===== config.mk =====
export PLATFORM = sky130hd
export DESIGN_NAME = sfr_rows
export DESIGN_NICKNAME = d
export VERILOG_FILES = /design/src/sfr_pkg.sv /design/src/sfr_rows.sv
export SDC_FILE = /design/constraint.sdc
export NUM_CORES = 1
export LEC_CHECK = 0
export CORE_AREA = 2 2 137 139
export CTS_BUF_LIST = sky130_fd_sc_hd__clkbuf_4 sky130_fd_sc_hd__clkbuf_8 sky130_fd_sc_hd__clkbuf_16
export DETAILED_ROUTE_END_ITERATION = 10
export DIE_AREA = 0 0 139 141
export DONT_BUFFER_PORTS = 1
export PLACE_DENSITY_LB_ADDON = 0.15
export SLEW_MARGIN = 20
export SYNTH_ARGS = -nofsm -noshare
export SYNTH_HDL_FRONTEND = slang
export SYNTH_SLANG_ARGS = --single-unit

===== constraint.sdc =====
create_clock -name clock -period 4.1 [get_ports clock]
set_input_delay 0.82 -clock clock [delete_from_list [all_inputs] [get_ports clock]]
set_output_delay 0.82 -clock clock [all_outputs]
set_load 0.01 [all_outputs]

===== src/sfr_pkg.sv =====
/*
 * Package for the factory information and fuse row block: register map,
 * field positions, reset values and bus types.
 * Assumes a 32-bit AXI4-Lite register bus and one system clock.
 */
package sfr_pkg;

    // ------------------------------------------------------------
    // Address map
    // ------------------------------------------------------------
    // Row offsets are byte indices; byte address is four times the index
    localparam int unsigned ADDR_W          = 12;
    localparam logic [11:0] SIG_BASE        = 12'h000;
    localparam logic [11:0] FUSE_BASE       = 12'h400;
    localparam logic [11:0] WDT_CTRL_ADDR   = 12'h800;
    localparam int unsigned SIG_BYTES       = 38;
    localparam int unsigned FUSE_BYTES      = 11;

    localparam logic [7:0] IDENTITY_IDX     = 8'h00;
    localparam logic [7:0] UNIQUE_ID_IDX    = 8'h03;
    localparam logic [7:0] UNIQUE_ID_LAST   = 8'h0C;
    localparam logic [7:0] TEMP_GAIN_IDX    = 8'h20;
    localparam logic [7:0] TEMP_OFFSET_IDX  = 8'h21;
    localparam logic [7:0] OSC_LOW_3V_IDX   = 8'h22;
    localparam logic [7:0] OSC_LOW_5V_IDX   = 8'h23;
    localparam logic [7:0] OSC_HIGH_3V_IDX  = 8'h24;
    localparam logic [7:0] OSC_HIGH_5V_IDX  = 8'h25;

    localparam logic [7:0] WDT_FUSE_IDX     = 8'h00;
    localparam logic [7:0] BOD_FUSE_IDX     = 8'h01;
    localparam logic [7:0] OSC_FUSE_IDX     = 8'h02;
    localparam logic [7:0] TIMER_FUSE_IDX   = 8'h04;
    localparam logic [7:0] SYS_A_FUSE_IDX   = 8'h05;
    localparam logic [7:0] SYS_B_FUSE_IDX   = 8'h06;
    localparam logic [7:0] APP_END_FUSE_IDX = 8'h07;
    localparam logic [7:0] BOOT_END_IDX     = 8'h08;
    localparam logic [7:0] LOCK_FUSE_IDX    = 8'h0A;
    localparam logic [7:0] FUSE_RSV_A_IDX   = 8'h03;
    localparam logic [7:0] FUSE_RSV_B_IDX   = 8'h09;

    // ------------------------------------------------------------
    // Fields and reset values
    // ------------------------------------------------------------
    localparam int unsigned WINDOW_MSB      = 7;
    localparam int unsigned WINDOW_LSB      = 4;
    localparam int unsigned PERIOD_MSB      = 3;
    localparam int unsigned PERIOD_LSB      = 0;
    localparam logic [7:0]  WDT_CTRL_RST    = 8'h00;
    localparam logic [1:0]  RESP_OKAY       = 2'h0;
    localparam logic [1:0]  RESP_SLVERR     = 2'h2;
    localparam logic [31:0] DATA_ZERO       = 32'h0000_0000;

    // ------------------------------------------------------------
    // Bus carriers
    // ------------------------------------------------------------
    typedef struct packed {
        logic [11:0] addr;
        logic        valid;
    } sfr_addr_t;

    typedef struct packed {
        logic [31:0] data;
        logic [1:0]  resp;
        logic        valid;
    } sfr_rresp_t;

    typedef enum logic [1:0] {
        SFR_RD_IDLE = 2'b01,
        SFR_RD_RESP = 2'b10
    } sfr_rd_state_t;

    typedef enum logic [2:0] {
        SFR_WR_IDLE = 3'b001,
        SFR_WR_HALF = 3'b010,
        SFR_WR_RESP = 3'b100
    } sfr_wr_state_t;

endpackage : sfr_pkg


===== src/sfr_rows.sv =====
/*
 * Factory information row and configuration fuse row, read-only over
 * AXI4-Lite, plus the watchdog first control register loaded from the
 * watchdog fuse during reset.
 * Assumes the nonvolatile contents arrive as stable input vectors and
 * that nrst is synchronous to clock.
 */
`timescale 1ns/100ps
`default_nettype none

// Overview of operation
// RULE1: Three identity bytes at offsets zero to two
// RULE2: Ten serial bytes from offset three
// RULE3: Gain byte then signed offset byte
// RULE4: Signed 16 MHz error at 3 V
// RULE5: Signed 16 MHz error at 5 V
// RULE6: Signed 20 MHz error at 3 V
// RULE7: Signed 20 MHz error at 5 V
// RULE8: Reset copies fuse upper nibble to window
// RULE9: Reset copies fuse lower nibble to period
// RULE10: Fuses read-only, changes apply after reset
// RULE11: Writes ignored, reserved locations read zero
module sfr_rows (
    input  wire logic                  clock,
    input  wire logic                  nrst,
    input  wire logic [23:0]           identity_code,
    input  wire logic [79:0]           unique_id,
    input  wire logic [15:0]           temp_correction,
    input  wire logic [7:0]            osc_low_freq_error_3v,
    input  wire logic [7:0]            osc_low_freq_error_5v,
    input  wire logic [7:0]            osc_high_freq_error_3v,
    input  wire logic [7:0]            osc_high_freq_error_5v,
    input  wire logic [87:0]           fuse_row_nv,
    input  wire logic [sfr_pkg::ADDR_W-1:0] s_axi_awaddr,
    input  wire logic                  s_axi_awvalid,
    output logic                       s_axi_awready,
    input  wire logic [31:0]           s_axi_wdata,
    input  wire logic [3:0]            s_axi_wstrb,
    input  wire logic                  s_axi_wvalid,
    output logic                       s_axi_wready,
    output logic [1:0]                 s_axi_bresp,
    output logic                       s_axi_bvalid,
    input  wire logic                  s_axi_bready,
    input  wire logic [sfr_pkg::ADDR_W-1:0] s_axi_araddr,
    input  wire logic                  s_axi_arvalid,
    output logic                       s_axi_arready,
    output logic [31:0]                s_axi_rdata,
    output logic [1:0]                 s_axi_rresp,
    output logic                       s_axi_rvalid,
    input  wire logic                  s_axi_rready,
    output logic [7:0]                 watchdog_control_first
);
    import sfr_pkg::*;

    // ------------------------------------------------------------
    // Row images
    // ------------------------------------------------------------
    logic [7:0] sig_bytes  [SIG_BYTES];
    logic [7:0] fuse_r     [FUSE_BYTES];
    logic [7:0] wdt_ctrl_r;

    // Signature row is wired straight from the factory store; gaps read zero
    genvar gi;
    generate
        for (gi = 0; gi < SIG_BYTES; gi++) begin : g_sig
            if (gi < UNIQUE_ID_IDX) begin : g_id
                assign sig_bytes[gi] = identity_code[gi*8 +: 8]; // [RULE1]
            end else if (gi <= UNIQUE_ID_LAST) begin : g_ser
                assign sig_bytes[gi] = unique_id[(gi-UNIQUE_ID_IDX)*8 +: 8]; // [RULE2]
            end else if (gi == TEMP_GAIN_IDX || gi == TEMP_OFFSET_IDX) begin : g_tmp
                assign sig_bytes[gi] = temp_correction[(gi-TEMP_GAIN_IDX)*8 +: 8]; // [RULE3]
            end else if (gi == OSC_LOW_3V_IDX) begin : g_o1
                assign sig_bytes[gi] = osc_low_freq_error_3v; // [RULE4]
            end else if (gi == OSC_LOW_5V_IDX) begin : g_o2
                assign sig_bytes[gi] = osc_low_freq_error_5v; // [RULE5]
            end else if (gi == OSC_HIGH_3V_IDX) begin : g_o3
                assign sig_bytes[gi] = osc_high_freq_error_3v; // [RULE6]
            end else if (gi == OSC_HIGH_5V_IDX) begin : g_o4
                assign sig_bytes[gi] = osc_high_freq_error_5v; // [RULE7]
            end else begin : g_rsv
                assign sig_bytes[gi] = 8'h00; // [RULE11]
            end
        end
        // Fuses are latched only in reset so a changed fuse waits for the next one
        for (gi = 0; gi < FUSE_BYTES; gi++) begin : g_fuse
            always_ff @(posedge clock) begin
                if (!nrst) begin
                    fuse_r[gi] <= (gi == FUSE_RSV_A_IDX || gi == FUSE_RSV_B_IDX)
                                  ? 8'h00 : fuse_row_nv[gi*8 +: 8]; // [RULE10] [RULE11]
                end
            end
        end
    endgenerate

    // ------------------------------------------------------------
    // Watchdog control load
    // ------------------------------------------------------------
    always_ff @(posedge clock) begin
        if (!nrst) begin
            wdt_ctrl_r[WINDOW_MSB:WINDOW_LSB] <= fuse_row_nv[WINDOW_MSB:WINDOW_LSB]; // [RULE8]
            wdt_ctrl_r[PERIOD_MSB:PERIOD_LSB] <= fuse_row_nv[PERIOD_MSB:PERIOD_LSB]; // [RULE9]
        end
    end
    assign watchdog_control_first = wdt_ctrl_r;

    // ------------------------------------------------------------
    // Read channel
    // ------------------------------------------------------------
    sfr_rd_state_t rd_state_r;
    sfr_rd_state_t rd_state_nxt;
    sfr_rresp_t    rd_r;
    sfr_rresp_t    rd_nxt;
    wire           ar_take   = s_axi_arvalid && (rd_state_r == SFR_RD_IDLE);
    wire [9:0]     rd_index  = s_axi_araddr[11:2];
    wire           hit_sig   = (s_axi_araddr[11:10] == SIG_BASE[11:10]);
    wire           hit_fuse  = (s_axi_araddr[11:10] == FUSE_BASE[11:10]);
    wire           hit_wdt   = (s_axi_araddr == WDT_CTRL_ADDR);
    wire           sig_in    = hit_sig && (rd_index < 10'(SIG_BYTES));
    wire           fuse_in   = hit_fuse && (rd_index[7:0] < 8'(FUSE_BYTES));
    wire           aligned   = (s_axi_araddr[1:0] == 2'h0);
    wire [7:0]     sig_sel   = sig_in ? sig_bytes[rd_index[5:0]] : 8'h00;
    wire [7:0]     fuse_sel  = fuse_in ? fuse_r[rd_index[3:0]] : 8'h00;
    logic [7:0]    rd_byte;
    logic [1:0]    rd_resp;

    // Holes and offsets past a row's end in its 1 KiB window read zero with OKAY; other addresses but the watchdog register are errors
    always_comb begin
        rd_byte = 8'h00;
        rd_resp = RESP_SLVERR;
        if (!aligned) begin
            rd_resp = RESP_SLVERR;
        end else if (hit_wdt) begin
            rd_byte = wdt_ctrl_r;
            rd_resp = RESP_OKAY;
        end else if (hit_sig) begin
            rd_byte = sig_sel; // [RULE11]
            rd_resp = RESP_OKAY;
        end else if (hit_fuse) begin
            rd_byte = fuse_sel; // [RULE11]
            rd_resp = RESP_OKAY;
        end
    end

    always_comb begin
        rd_state_nxt = rd_state_r;
        rd_nxt       = rd_r;
        case (rd_state_r)
            SFR_RD_IDLE: begin
                if (ar_take) begin
                    rd_nxt.data  = {24'h000000, rd_byte};
                    rd_nxt.resp  = rd_resp;
                    rd_nxt.valid = 1'b1;
                    rd_state_nxt = SFR_RD_RESP;
                end
            end
            SFR_RD_RESP: begin
                if (s_axi_rready) begin
                    rd_nxt.valid = 1'b0;
                    rd_state_nxt = SFR_RD_IDLE;
                end
            end
            default: begin
                rd_state_nxt = SFR_RD_IDLE;
            end
        endcase
    end

    always_ff @(posedge clock) begin
        if (!nrst) begin
            rd_state_r <= SFR_RD_IDLE;
            rd_r       <= '{data: DATA_ZERO, resp: RESP_OKAY, valid: 1'b0};
        end else begin
            rd_state_r <= rd_state_nxt;
            rd_r       <= rd_nxt;
        end
    end

    assign s_axi_arready = (rd_state_r == SFR_RD_IDLE);
    assign s_axi_rdata   = rd_r.data;
    assign s_axi_rresp   = rd_r.resp;
    assign s_axi_rvalid  = rd_r.valid;

    // ------------------------------------------------------------
    // Write channel
    // ------------------------------------------------------------
    // Every location is read-only: writes complete with OKAY and change nothing
    sfr_wr_state_t wr_state_r;
    sfr_wr_state_t wr_state_nxt;
    logic          aw_seen_r;
    logic          aw_seen_nxt;
    logic          w_seen_r;
    logic          w_seen_nxt;
    wire           aw_take = s_axi_awvalid && s_axi_awready;
    wire           w_take  = s_axi_wvalid && s_axi_wready;
    wire           aw_have = aw_seen_r || aw_take;
    wire           w_have  = w_seen_r || w_take;

    always_comb begin
        wr_state_nxt = wr_state_r;
        aw_seen_nxt  = aw_seen_r;
        w_seen_nxt   = w_seen_r;
        case (wr_state_r)
            SFR_WR_IDLE, SFR_WR_HALF: begin
                if (aw_have && w_have) begin
                    aw_seen_nxt  = 1'b0;
                    w_seen_nxt   = 1'b0;
                    wr_state_nxt = SFR_WR_RESP; // [RULE11]
                end else if (aw_have || w_have) begin
                    aw_seen_nxt  = aw_have;
                    w_seen_nxt   = w_have;
                    wr_state_nxt = SFR_WR_HALF;
                end
            end
            SFR_WR_RESP: begin
                if (s_axi_bready) begin
                    wr_state_nxt = SFR_WR_IDLE;
                end
            end
            default: begin
                wr_state_nxt = SFR_WR_IDLE;
            end
        endcase
    end

    always_ff @(posedge clock) begin
        if (!nrst) begin
            wr_state_r <= SFR_WR_IDLE;
            aw_seen_r  <= 1'b0;
            w_seen_r   <= 1'b0;
        end else begin
            wr_state_r <= wr_state_nxt;
            aw_seen_r  <= aw_seen_nxt;
            w_seen_r   <= w_seen_nxt;
        end
    end

    assign s_axi_awready = (wr_state_r != SFR_WR_RESP) && !aw_seen_r;
    assign s_axi_wready  = (wr_state_r != SFR_WR_RESP) && !w_seen_r;
    assign s_axi_bvalid  = (wr_state_r == SFR_WR_RESP);
    assign s_axi_bresp   = RESP_OKAY;

endmodule : sfr_rows

`default_nettype wire


# --- Word-level counts from Yosys, hierarchy flattened ---
# Memory sizes are Yosys's and may differ from the RTL's.
# Cells that the tools add are included.
totals:
  regBits: 26
  mem_bits_rw: 88
  in_bits: 307
  output_inout_bits: 49
  word_cells: 76
  n_memories: 1
memory_table:
  columns: ["memory", "words", "word_bits", "rd", "rd_ports_with_merged_regs", "write_ports", "line", "source"]
  rows:
  - ["fuse_r", 11, 8, 1, 0, 11, "sfr_rows.sv:59", "logic [7:0] fuse_r [FUSE_BYTES];"]
classes:
  order_cmp: 3
  eq_ne: 12
  n_mux: 28
  bitwise: 1
  reduce_logical: 23
op_table:
  columns: ["op", "count"]
  rows:
  - ["8-bit 2-to-1 mux", 8]
  - ["8-bit binary-select mux with 6-bit select", 1]
  - ["12-bit == test (second input constant)", 1]
  - ["2-bit 2-to-1 mux", 6]
  - ["10-bit by 6-bit less-than comparator with 1-bit output (second input constant)", 1]
  - ["3-bit 2-to-1 mux", 3]
  - ["1-bit logical AND", 8]
  - ["8-bit by 4-bit less-than comparator with 1-bit output (second input constant)", 1]
  - ["2-bit AND reduction", 4]
  - ["7-bit >= comparator (second input constant)", 1]
  - ["1-bit 2-to-1 mux", 7]
  - ["6-bit NOT with 7-bit output", 1]
  - ["3-bit inequality test (second input constant)", 2]
  - ["3-bit case mux with 2 select lines", 1]
  - ["2-bit by 1-bit == test with 1-bit output (second input constant)", 2]
  - ["2-bit logical NOT", 2]
  - ["2-bit by 1-bit inequality test with 1-bit output (second input constant)", 2]
  - ["2-bit case mux with 2 select lines", 1]
  - ["2-bit nonzero test", 2]
  - ["3-bit by 1-bit == test with 1-bit output (second input constant)", 1]
  - ["3-bit by 2-bit == test with 1-bit output (second input constant)", 1]
  - ["3-bit == test (second input constant)", 1]
  - ["1-bit logical OR", 3]
  - ["3-bit AND reduction", 1]
  - ["other kinds (5)", 6]

# --- Logic depth before layout (Yosys ltp) ---
logic_depth:
  word_depth: 8
  ltp_mapped: 8
  ltp_nobuf: 5

# --- Worst setup path before layout ---
# Ideal clock, no wire load.
synth_timing:
  path_kind: "input to register"
  startpoint: "in nrst"
  endpoint: "mem fuse_r[0][0] (enable)"
  setup_time_ns: 0.468
  arrival_ns: 3.154
  slack_ns: 0.478
  cell_stages: 2
  path_buffers: 1
  path_cell_list: "inv_1 buf_1"
synth_rtl:
  columns: ["item", "line", "source"]
  rows:
  - ["from (decl)", "sfr_rows.sv:25", "input wire logic nrst,"]
  - ["to (decl)", "sfr_rows.sv:59", null]

# --- Final worst setup path ---
layout_timing:
  startpoint: "in s_axi_araddr[9] (netlist name)"
  endpoint: "reg rd_r (netlist bit s_axi_rdata[0])"
layout_between:
  elab_chain_len: 7
layout_rtl:
  columns: ["item", "line", "source"]
  rows:
  - ["from (decl)", "sfr_rows.sv:44", "input wire logic [sfr_pkg::ADDR_W-1:0] s_axi_araddr,"]
  - ["8-bit by 4-bit less-than comparator with 1-bit output", "sfr_rows.sv:119", "wire fuse_in = hit_fuse && (rd_index[7:0] < 8'(FUSE_BYTES));"]
  - ["1-bit logical AND", "sfr_rows.sv:119", null]
  - ["8-bit 2-to-1 mux", "sfr_rows.sv:122", "wire [7:0] fuse_sel = fuse_in ? fuse_r[rd_index[3:0]] : 8'h00;"]
  - ["8-bit 2-to-1 mux", "sfr_rows.sv:138", "end else if (hit_fuse) begin"]
  - ["8-bit 2-to-1 mux", "sfr_rows.sv:135", "end else if (hit_sig) begin"]
  - ["8-bit 2-to-1 mux *", "sfr_rows.sv:132", "end else if (hit_wdt) begin"]
  - ["8-bit 2-to-1 mux *", "sfr_rows.sv:130", "if (!aligned) begin"]
  - ["to (signal assigned)", "sfr_rows.sv:171", "rd_r <= '{data: DATA_ZERO, resp: RESP_OKAY, valid: 1'b0};"]
  - ["to (signal assigned)", "sfr_rows.sv:174", "rd_r <= rd_nxt;"]
  - ["to (decl)", "sfr_rows.sv:111", "sfr_rresp_t rd_r;"]
# Every way passes the cells marked *; elsewhere a longest branch is shown, timed or not.
# A chain may end at the register's enable or synchronous reset.

==> impl_metrics.csv <==
group,metric,value,unit
worst_setup_path,crit_fanout,17,
yosys,synth_fa_ha_area_share,0,%
final_layout,fill_cells,1855,
routing,num_vias,3709,
clock_network,numClockSinks,89,
power,combPwrFrac,12.1,%
clock_network,clk_path_buf_depth,2,
place,io_buffer_count,0,
clock_network,clkLatencyLatePin,0.34,ns
yosys,yosys_warnings,0,
final_layout,stdcell_count,668,
place,dp_slack,1.22,ns
yosys,async_flop_share,0,%
power,p_leak,0.00191,µW
routing,drc_errors,0,
yosys,synthMuxAreaShare,16.7,%
flow_run,cap_violations,0,
floorplan,core,0.0183,mm²
yosys,synth-seq-cells,89,
timing,maxSlewViolCount,0,
worst_hold_path,min_from,"wr_state_r[1]",
worst_hold_path,hp-class,"flip-flop to flip-flop",
floorplan,initial_core_util,28.2,%
clock_network,cts_resized,0,
floorplan,die-width,139,µm
routing,routedWlPerCell,26.2,µm
timing,post-route-worst-setup-slack,1.56,ns
power,p_switching,557,µW
power,vdd_drop_max,0.000252,V
worst_setup_path,crit_chain,"or4_4, nand4b_1, o21ai_0, a21oi_1, o31a_1",
timing,fmax,393,MHz
global_route,grt_max_degree,87,
clock_network,clk_pin_slew,0.06,ns
worst_setup_path,cp_slowest_cell,"nand4b_1",
worst_setup_path,regToRegSetupSlack,2.24,ns
worst_setup_path,arrival,2.77,ns
worst_setup_path,crit_type,"input port to flip-flop",
timing,slew_headroom,36.9,%
global_route,grt_pass1_wl,24700,µm
timing,worst_pin_slew,0.947,ns
yosys,syn_avg_cell_area,11.7,µm²
place,placed_area,0.00528,mm²
final_layout,design_area,0.00563,mm²
outcome,status,"complete, no violations",
floorplan,io-pin-count,356,
global_route,antenna_found_initial,1,
clock_network,holdBufCountCts,0,
power,pwr_density_cell,417,mW/mm²
routing,firstDrtPassIters,4,
power,seqPwrFrac,46.9,%
routing,initialDrtViolationCount,142,
final_layout,antenna_cells,0,
global_route,grt.overflow.total,0,
routing,routed_wl,17500,µm
timing,fin_setup_tns,0,ns
routing,viasPerCell,5.55,
clock_network,numCtsBuffers,9,
yosys,synth_top_flop_cell,"edfxtp_1",
worst_setup_path,worstPathRequired,4.33,ns
timing,final_hold_viol_count,0,
yosys,syn_area,0.00515,mm²
floorplan,dieHeight,141,µm
yosys,synthSimpleGateAreaFrac,10.1,%
final_layout,layout.nets,736,
yosys,netlist-cell-type-count,54,
worst_setup_path,path_buf_inv,0,
floorplan,fp.dieArea,0.0196,mm²
clock_network,cts-htree-levels,3,
place,place_inst,652,
yosys,synth_xor_area_share,0.170,%
final_layout,multi_input_comb_area,0.00239,mm²
worst_setup_path,timing.rr.end,"s_axi_rdata[2]",
power,internal-power,1790,µW
global_route,grt_use_total,17.2,%
worst_hold_path,min_path_cells,2,
yosys,synth_compound_area_share,17.4,%
timing,period_share,62.0,%
yosys,synth-edff-count,72,
yosys,ys_seq_area_share,48.6,%
timing,skew,0.00984,ns
yosys,synth_top_family_by_area,"compound AO/OA/AOI/OAI gates",
final_layout,regArea,0.00250,mm²
power,p_total,2350,µW
timing,rsz0062_at_grt,"false",
clock_network,cts_tree,"yes",
worst_setup_path,ff2ff_path_depth,6,
worst_setup_path,timing.rr.start,"rd_state_r[1]",
floorplan,fp-row-count,50,
final_layout,area_growth,9.27,%
power,switching_share,23.7,%
worst_hold_path,holdPathEnd,"wr_state_r[1]",
timing,period_needed,2.54,ns
global_route,grt_pass1_vias,3805,
worst_setup_path,cp-start-kind,"input port",
yosys,netlist_instances,439,
routing,antenna_left,0,
timing,final-setup-viol-count,0,
clock_network,post_cts_buffers,0,
worst_setup_path,max_stage_delay,0.72,ns
final_layout,final_layout_size_suffix_gt1_share,15.7,%
place,gp_congestion,0.772,
clock_network,cts.root.buffer_cell,"clkbuf_16",
worst_setup_path,crit_family,"simple AND/OR/NAND/NOR gates",
place,dp_hpwl,13300,µm
power,clkPwrFrac,41.0,%
worst_setup_path,cp-end-kind,"flip-flop",
-- metrics by stage --
step                hold WS [ns]  utilization [%]
floorplan                  0.460                -
global placement           0.470             28.9
detailed placement         0.494             28.9
CTS                        0.500             30.8
global route               0.541             30.8
finish                     0.496             30.8
-- worst max path at each step --
stage	slack (ns)	from	cells after the start	endpoint
2_1_floorplan	0.48	nrst	2	fuse_r[0][0]
3_3_place_gp	1.22	s_axi_araddr[9]	5	s_axi_rdata[7]
3_5_place_dp	1.22	s_axi_araddr[9]	5	s_axi_rdata[7]
4_1_cts	1.58	s_axi_araddr[9]	5	s_axi_rdata[7]
5_1_grt	1.38	s_axi_araddr[9]	5	s_axi_rdata[1]
6_report	1.56	s_axi_araddr[9]	5	s_axi_rdata[0]
-- layout by cell type (no fill, tap or decap), drive strengths merged, types with 12 or more instances in the layout --
cell    netlist  final
a221oi       22     22
edfxtp       72     72
a21oi        14     14
nor2         29     29
mux2         21     21
nand2        20     20
mux2i        31     31
mux4         14     14
o211ai       12     12
nand3        14     14
a22oi        12     12
conb          1     27
dfxtp        17     17
-- area by class of cell --
cell class	count	share of cell area [%]
timing repair buffer	8	1.07
tap	234	5.20
inverter	8	0.555
clock inverter	7	2.29
sequential	89	44.4
clock buffer	9	4.00
multi-input combinational	313	42.5
-- state kept, by name, summed over array words and instances, names as in the netlist --
| name | cells |
|---|---|
| fuse_r | 72 |
| s_axi_rvalid | 1 |
| rd_state_r | 2 |
| aw_seen_r | 1 |
| w_seen_r | 1 |
| s_axi_rresp | 1 |
| s_axi_rdata | 8 |
| wr_state_r | 3 |
-- worst min-delay path: cells and delay by family, from the launching register on --
family	cells	cell delay (ns)
AOI/OAI and AO/OA	1	0.06
buffers and inverters	1	0.06
DFF	1	0.33
-- power groups by stage --
stage,clock network [µW],logic [µW],registers [µW]
after floorplan,0,270,1110
after global placement,0,281,1120
after detailed placement,0,288,1120
after CTS,991,288,1100
after global routing,1030,312,1110
final,963,283,1100
-- metal layers --
layer	part of all wire [%]	global-route usage [%]
met2	50	29.9
met5	0	0
met3	7.8	5.13
met1	39	20.1
met4	2.6	6.22
-- logic make-up after synthesis --
kind of cell    after synthesis
buf+inv                      63
other cells                   1
mux                          66
simple gates                103
flops                        89
xor+xnor                      1
compound gates              116
-- Yosys cell counts, types with 12 or more instances --
cell / instances / area share, %
mux4_2: 14 / 6.1
mux2_2: 21 / 4.6
a21oi_1: 14 / 1.4
buf_4: 27 / 3.9
mux2i_1: 31 / 6.0
a221oi_1: 18 / 3.1
nand2_1: 20 / 1.5
a22oi_1: 12 / 1.7
o211ai_1: 12 / 1.7
nor2_1: 29 / 2.1
nand3_1: 14 / 1.4
dfxtp_1: 17 / 6.6
edfxtp_1: 72 / 42
buf_2: 16 / 1.6
(Power assumes the default switching activity.)
